[config.mk]
export PLATFORM = sky130hd
export DESIGN_NAME = io_pin_control_register
export DESIGN_NICKNAME = d
export VERILOG_FILES = /design/src/iopc_pkg.sv /design/src/io_pin_control_register.sv
export VERILOG_INCLUDE_DIRS = /design/src
export SDC_FILE = /design/constraint.sdc
export NUM_CORES = 1
export LEC_CHECK = 0
export ABC_AREA = 1
export BUFFER_PORTS_ARGS = -buffer_cell sky130_fd_sc_hd__buf_4
export CORE_MARGIN = 2
export CORE_UTILIZATION = 45
export CTS_BUF_LIST = sky130_fd_sc_hd__clkbuf_8
export DETAILED_ROUTE_END_ITERATION = 12
export PLACE_DENSITY = 0.73
export SLEW_MARGIN = 20
export SYNTH_ARGS = -nofsm -noshare
export SYNTH_HDL_FRONTEND = slang
export SYNTH_SLANG_ARGS = --single-unit
[constraint.sdc]
create_clock -name ref_clk -period 5.3 [get_ports ref_clk]
set_clock_uncertainty 0.15 [all_clocks]
set_input_delay 0.53 -clock ref_clk [delete_from_list [all_inputs] [get_ports ref_clk]]
set_output_delay 0.53 -clock ref_clk [all_outputs]
set_load 0.01 [all_outputs]
[src/iopc_regs.svh]
`ifndef IOPC_REGS_SVH
`define IOPC_REGS_SVH

// Register select code of the pin control register
`define IOPC_ADDR        6'h03
`define IOPC_RESET       24'h000000
// Field positions
`define IOPC_LEVEL_LSB   20
`define IOPC_ENABLE_LSB  16
`define IOPC_SWITCH_BIT  15
`define IOPC_ZERO_BIT    14
`define IOPC_MAG_B_LSB   11
`define IOPC_MAG_A_LSB   8
`define IOPC_PIN_B_LSB   4
`define IOPC_PIN_A_LSB   0

`endif

[src/iopc_pkg.sv]
`default_nettype none
package iopc_pkg;

  // Excitation source magnitude
  typedef enum logic [2:0] {
    IOPC_MAG_OFF,
    IOPC_MAG_50UA,
    IOPC_MAG_100UA,
    IOPC_MAG_250UA,
    IOPC_MAG_500UA,
    IOPC_MAG_750UA,
    IOPC_MAG_1000UA,
    IOPC_MAG_0P1UA
  } iopc_mag_t;

endpackage
`default_nettype wire

[src/io_pin_control_register.sv]
`timescale 1ns/1ps
`default_nettype none
`include "iopc_regs.svh"

module io_pin_control_register #(
  parameter int PINS = 4
) (
  input  wire logic              ref_clk,
  input  wire logic              rst,
  input  wire logic [5:0]        regAddr,
  input  wire logic              regWrite,
  input  wire logic [23:0]       regWrData,
  input  wire logic              regRead,
  output logic      [23:0]       regRdData,
  output logic                   regRdValid,
  input  wire logic              standbyMode,
  input  wire logic [PINS-1:0]   gpPinIn,
  output logic      [PINS-1:0]   gpPinOut,
  output logic      [PINS-1:0]   gpPinOe,
  output logic      [PINS-1:0]   analogInMode,
  output logic                   bridgeSwitchClose,
  output iopc_pkg::iopc_mag_t    exciteLevelA,
  output iopc_pkg::iopc_mag_t    exciteLevelB,
  output logic      [3:0]        excitePinA,
  output logic      [3:0]        excitePinB
);
  import iopc_pkg::*;

  logic [23:0]     ctrl_r;
  logic [PINS-1:0] pinMeta_r;
  logic [PINS-1:0] pinSync_r;
  logic [PINS-1:0] levelView;
  logic [23:0]     readView;
  logic            hit;
  logic [2:0]      magCodeA;
  logic [2:0]      magCodeB;

  assign hit = (regAddr == `IOPC_ADDR);

  // Control word, written whole; bit 14 is stored as given
  always_ff @(posedge ref_clk or posedge rst) begin
    if (rst) begin
      ctrl_r <= `IOPC_RESET;
    end else if (regWrite && hit) begin
      ctrl_r <= regWrData;
    end
  end

  // Two-stage synchroniser on the pin levels
  always_ff @(posedge ref_clk or posedge rst) begin
    if (rst) begin
      pinMeta_r <= '0;
      pinSync_r <= '0;
    end else begin
      pinMeta_r <= gpPinIn;
      pinSync_r <= pinMeta_r;
    end
  end

  // Per pin drive, mode and readback
  genvar gi;
  generate
    for (gi = 0; gi < PINS; gi++) begin : g_pin
      assign gpPinOe[gi]      = ctrl_r[`IOPC_ENABLE_LSB+gi];
      assign gpPinOut[gi]     = ctrl_r[`IOPC_LEVEL_LSB+gi];
      assign analogInMode[gi] = ~ctrl_r[`IOPC_ENABLE_LSB+gi];
      assign levelView[gi]    = ctrl_r[`IOPC_ENABLE_LSB+gi] ?
                                pinSync_r[gi] :
                                ctrl_r[`IOPC_LEVEL_LSB+gi];
    end
  endgenerate

  // Read image with live levels of enabled pins, stored bits of disabled pins, in the level field
  always_comb begin
    readView = ctrl_r;
    readView[`IOPC_LEVEL_LSB+PINS-1:`IOPC_LEVEL_LSB] = levelView;
  end

  // Registered read answer; other select codes read zero
  always_ff @(posedge ref_clk or posedge rst) begin
    if (rst) begin
      regRdData  <= '0;
      regRdValid <= 1'h0;
    end else begin
      regRdValid <= regRead;
      if (regRead) begin
        regRdData <= hit ? readView : 24'h000000;
      end
    end
  end

  // Switch follows its bit only; standby is not in its path
  assign bridgeSwitchClose = ctrl_r[`IOPC_SWITCH_BIT];

  // Magnitude decode; both sources share the eight-code table
  assign magCodeB     = ctrl_r[`IOPC_MAG_B_LSB+2:`IOPC_MAG_B_LSB];
  assign magCodeA     = ctrl_r[`IOPC_MAG_A_LSB+2:`IOPC_MAG_A_LSB];
  assign exciteLevelB = iopc_mag_t'(magCodeB);
  assign exciteLevelA = iopc_mag_t'(magCodeA);

  // Source routing to analog input n
  assign excitePinB = ctrl_r[`IOPC_PIN_B_LSB+3:`IOPC_PIN_B_LSB];
  assign excitePinA = ctrl_r[`IOPC_PIN_A_LSB+3:`IOPC_PIN_A_LSB];
endmodule // io_pin_control_register
`default_nettype wire

==> results of run 1 <==
sequential cells by signal (all words and copies together), names as in the netlist:
name and flops:
ctrl_r 24, regRdData 24, pinMeta_r 4, pinSync_r 4
regRdValid 1
synth_stat cells:
master   count
dfrtp_1     57
nand2_1    102
nand4_4      1
inv_1       17
buf_6        4
buf_2       12
nor2_1       1
nand4_1     24
buf_4       22
o21ai_0      4
nor2_4       2
nand2_2      1
o21ai_2     20
nand3_1      4
report_power, final:
| part | internal, mW | leakage [nW] | total [mW] | switching [mW] |
|---|---|---|---|---|
| registers | 0.463 | 0.761 | 0.487 | 0.0241 |
| logic | 0.0677 | 0.858 | 0.143 | 0.0755 |
| clock network | 0.223 | 0.110 | 0.383 | 0.160 |
cell type report:
class	count	area (um2)
Fill cell	504	2260
Multi-Input combinational cell	159	802
Tap cell	72	90.1
Inverter	17	63.8
Clock buffer	10	138
Timing Repair Buffer	90	676
Clock inverter	6	51.3
Sequential cell	57	1430
how the worst min path moves through the flow:
stage	from	endpoint	depth (start not counted)
2_1_floorplan	pinMeta_r[0]$_DFF_PP0_	pinSync_r[0]$_DFF_PP0_	0
3_3_place_gp	pinMeta_r[1]$_DFF_PP0_	pinSync_r[1]$_DFF_PP0_	0
3_5_place_dp	pinMeta_r[1]$_DFF_PP0_	pinSync_r[1]$_DFF_PP0_	0
4_1_cts	gpPinIn[3]	pinMeta_r[3]$_DFF_PP0_	1
5_1_grt	gpPinIn[2]	pinMeta_r[2]$_DFF_PP0_	1
6_report	gpPinIn[3]	pinMeta_r[3]$_DFF_PP0_	1
worst reg2reg max path: stages (launching register included):
cell and delay (ps):
dfrtp_1 430, inv_1 80, nand2_1 60, nand3_1 70, o21ai_2 150
per-layer routing:
layer  part of all wire  track usage
met5                  0            0
met3              0.052       0.0396
met4              0.019       0.0983
met2               0.51        0.314
met1               0.41        0.230
cells by family after synthesis:
logic type | count (synthesis) | share of synthesized area
flops | 57 | 0.557
buf+inv | 55 | 0.130
compound gates | 24 | 0.0762
simple gates | 135 | 0.237
through the flow:
step	worst slack, ps	area [um2]	std cells	hold slack, ps	util
final	3310	3250	411	159	0.590
after CTS	3270	3250	411	143	0.590
after detailed placement	2920	3060	395	187	0.555
after global placement	3010	3060	395	184	0.555
after floorplan	3220	2560	271	181	-
after global routing	3110	3250	411	138	0.590
==> impl_metrics.py, run 1 <==
metrics = {
    "cts": {
        "root_buffer": "clkbuf_8",
        "cts_hold_buf": 0,
        "worstSkewPairLatency_ps": 330,
        "clk_path_buf_depth": 2,
        "h-tree-depth": 3,
        "cts_buffers": 9,
        "cts_tree": "done",
        "cts_resized": 0,
        "clkSlewWorstSetupHoldPaths_ps": 70,
        "post_cts_buffers": 0,
        "cts_sinks": 57,
    },
    "setup_path": {
        "reg2reg_slack_ps": 4280,
        "cp_top_family": "simple AND/OR/NAND/NOR gates",
        "end_kind": "register",
        "crit_end": "regRdData[12]$_DFFE_PP0P_",
        "cp-startpoint": "regAddr[2]",
        "critPathSlowestCell": "nand2_2",
        "critPathKind": "in2reg",
        "worst_setup_path_start_kind": "primary input",
        "slowest_delay_ps": 530,
        "reg2reg_to": "regRdData[20]$_DFFE_PP0P_",
        "r2r_start": "ctrl_r[16]$_DFFE_PP0P_",
        "worstRegToRegCells": 4,
        "cp_cell_sequence": "buf_4, inv_1, nand2_1, nor2_4, nand2_2, o21ai_0",
        "cp.depth": 6,
        "cp_data_arrival_time_ps": 2070,
        "critical_path_peak_fanout": 25,
        "cp.required_ps": 5380,
        "worstPathBufferInverterCount": 2,
    },
    "timing": {
        "finalHoldViolCount": 0,
        "layout_worst_path_cycle_share": 0.375,
        "max_slew_margin": 0.524,
        "drv_slew": 0,
        "fin_setup_tns_ps": 0,
        "tightest_slew_ps": 714,
        "rsz0062_at_grt": "no",
        "finalCriticalPeriod_ps": 1990,
        "finalSetupViolCount": 0,
        "fmax_mhz": 503,
    },
    "power": {
        "powerDensity_mw_per_mm2": 312,
        "p_leak_nw": 1.73,
        "power_mw": 1.01,
        "ir_drop_mv": 0.156,
    },
    "yosys": {
        "post_synth.cell_area_avg_um2": 9.46,
        "synthCells": 271,
        "synth_warnings": 0,
        "yosysUniqueCellTypes": 14,
        "yosys.area.top_type": "dfrtp_1",
        "yosys_register_bits": 57,
        "yosys-top-cells-area": "dfrtp_1 (56%), nand2_1 (15%), o21ai_2 (6.8%)",
        "ys_seq_area_frac": 0.557,
        "syn_area_mm2": 0.00256,
        "syn-num-nets": 310,
        "yosysTopAreaCellShare": 0.557,
    },
    "run_status": {
        "status": "complete, no violations",
    },
    "die": {
        "num_io_pins": 91,
        "rows": 27,
        "fp.dieH_um": 79.5,
        "die_area_mm2": 0.00631,
        "initial_core_util": 0.465,
        "coreArea_mm2": 0.00551,
        "die_width_um": 79.5,
    },
    "placed_design": {
        "place_congestion": 0.707,
        "hpwl_um": 3760,
        "port_buffers": 89,
    },
    "min_path": {
        "hp-class": "in2reg",
    },
    "drt": {
        "drtAntennaViolNets": 0,
        "drc": 0,
        "num_vias": 1981,
        "firstDrtPassIters": 4,
        "routed_wl_um": 5510,
        "drt-initial-drc-count": 103,
        "routedWlPerCell_um": 13.4,
        "vias_per_cell": 4.82,
    },
    "grt": {
        "grt_max_degree": 58,
        "first_global_vias": 1837,
        "grt_pass1_wl_um": 8950,
        "grt_use_total": 0.189,
        "overflow": 0,
        "antenna_found_initial": 0,
    },
    "final_layout": {
        "drive_gt1_frac": 0.378,
        "final_common_cell": "nand2_1",
        "finalNetCount": 373,
        "n_antenna_cell": 0,
        "layout_common_cells": "nand2_1 (102), buf_4 (90), dfrtp_1 (57), nand4_1 (24), o21ai_2 (20)",
        "area_delta_synth_final_pct": 26.7,
    },
    "flow_run": {
        "cap_violations": 0,
    },
}
(Power assumes the default switching activity.)
==> run 2, diff against run 1 <==
clock period = 1.89 ns   (was 5.3 ns; I/O delays follow)
==> impl_metrics.py, run 2 (same netlist as run 1, synthesis figures left out) <==
metrics = {
    "setup_path": {
        "cp_cell_sequence": "inv_1, buf_4",
        "critPathKind": "reg2out",
        "cp-startpoint": "ctrl_r[17]$_DFFE_PP0P_",
        "critical_path_peak_fanout": 5,
        "cp.required_ps": 1550,
        "cp_top_family": "flip-flops",
        "r2r_start": "ctrl_r[19]$_DFFE_PP0P_",
        "slowest_delay_ps": 430,
        "cp_data_arrival_time_ps": 980,
        "worstPathBufferInverterCount": 2,
        "end_kind": "output pin",
        "critPathSlowestCell": "dfrtp_1",
        "worst_setup_path_start_kind": "register",
    },
    "drt": {
        "firstDrtPassIters": 4,
        "routed_wl_um": 6060,
        "drt-initial-drc-count": 149,
        "vias_per_cell": 4.79,
        "routedWlPerCell_um": 13.6,
        "drtAntennaViolNets": 0,
        "num_vias": 2126,
        "drc": 0,
    },
    "die": {
        "initial_core_util": 0.465,
        "fp.dieH_um": 79.5,
        "die_area_mm2": 0.00631,
        "coreArea_mm2": 0.00551,
        "die_width_um": 79.5,
        "rows": 27,
        "num_io_pins": 91,
    },
    "timing": {
        "finalSetupViolCount": 0,
        "drv_slew": 0,
        "tightest_slew_ps": 716,
        "worst_slack_ps": 571,
        "fmax_mhz": 758,
        "layout_worst_path_cycle_share": 0.698,
        "rsz0062_at_grt": "no",
        "finalHoldViolCount": 0,
        "fin_setup_tns_ps": 0,
        "finalCriticalPeriod_ps": 1320,
        "max_slew_margin": 0.522,
    },
    "final_layout": {
        "layout_common_cells": "nand2_1 (102), buf_4 (93), dfrtp_1 (57), dlygate4sd3_1 (29), nand4_1 (24)",
        "area_delta_synth_final_pct": 39.1,
        "n_antenna_cell": 0,
        "reg.largest.list": "ctrl_r x24, regRdData x24",
        "drive_gt1_frac": 0.358,
        "final_common_cell": "nand2_1",
        "finalNetCount": 406,
    },
    "flow_run": {
        "cap_violations": 0,
    },
    "min_path": {
        "min-delay-start": "regAddr[4]",
        "hp-class": "in2reg",
    },
    "grt": {
        "grt_use_total": 0.210,
        "grt_pass1_wl_um": 9980,
        "overflow": 0,
        "grt_max_degree": 26,
        "antenna_found_initial": 0,
        "first_global_vias": 2120,
    },
    "placed_design": {
        "hpwl_um": 3920,
        "place_congestion": 0.696,
        "place_worst_setup_slack_ps": 297,
        "port_buffers": 89,
    },
    "power": {
        "p_leak_nw": 1.87,
        "powerDensity_mw_per_mm2": 790,
        "ir_drop_mv": 0.416,
    },
    "cts": {
        "root_buffer": "clkbuf_8",
        "cts_sinks": 57,
        "clkSlewWorstSetupHoldPaths_ps": 60,
        "cts_buffers": 9,
        "clk_path_buf_depth": 2,
        "h-tree-depth": 3,
        "worstSkewPairLatency_ps": 330,
        "cts_tree": "done",
        "post_cts_buffers": 0,
    },
    "run_status": {
        "status": "complete, no violations",
    },
}
## run 2: cell count changes in the layout (fill, tap and decap cells not counted), sizes merged
| cell | previous run | this run |
|---|---|---|
| clkbuf | 10 | 11 |
| inv | 20 | 19 |
| bufinv | 1 | 0 |
| dlygate4sd3 | 0 | 29 |
| buf | 90 | 94 |
| clkinv | 2 | 3 |
## run 2: final timing paths
| kind | to | slack, ps | depth (start not counted) |
|---|---|---|---|
| hold reg to reg | pinSync_r[3]$_DFF_PP0_ | 200 | 0 |
| setup / recovery | analogInMode[1] | 570 | 2 |
| min in group asynchronous | regRdData[0]$_DFFE_PP0P_ | 320 | 3 |
| max in group asynchronous | regRdData[17]$_DFFE_PP0P_ | 700 | 4 |
| hold / removal | ctrl_r[10]$_DFFE_PP0P_ | 30 | 4 |
| setup reg to reg | regRdData[23]$_DFFE_PP0P_ | 870 | 4 |
## run 2: where the power goes
group	internal (mW)	total, mW	switching (mW)	leakage [nW]
logic	0.236	0.464	0.228	1.00
registers	1.30	1.37	0.0702	0.761
clock network	0.530	0.982	0.451	0.101
total	2.07	2.81	0.749	1.87
## run 2: stage by stage
stage               hold slack, ps  utilization  area [um2]  instances  power (mW)
finish                        28.6        0.647        3560        444        2.81
global route                  35.7        0.647        3560        444        2.95
CTS                           19.6        0.647        3560        444        2.84
detailed placement            97.4        0.563        3100        399        1.81
global placement              93.9        0.563        3100        399        1.79
floorplan                     70.4            -        2560        271        1.66
## run 2: area by class of cell
| class | instances | area (um2) |
|---|---|---|
| Fill cell | 472 | 1940 |
| Sequential cell | 57 | 1430 |
| Timing Repair Buffer | 123 | 1010 |
| Multi-Input combinational cell | 159 | 802 |
| Clock buffer | 11 | 151 |
| Tap cell | 72 | 90.1 |
| Inverter | 17 | 63.8 |
| Clock inverter | 5 | 22.5 |
## run 2: metal layers
metal / GRT usage / wire [um] / vias to the layer above
met5: 0 / 0 / -
met4: 0.100 / 89 / 0
met3: 0.0464 / 311 / 6
met2: 0.370 / 3260 / 69
met1: 0.240 / 2400 / 1013
li1: - / - / 1038
## run 2: repair_timing
action                    4_1_cts  5_1_grt
hold buffers                   29        0
hold endpoints to repair       48        0
resized for setup               0        0
## run 2: tightest hold or removal path, stage by stage
cell and delay (ps):
buf_4 90, nor2_4 50, nand4_1 80, nand2_1 50
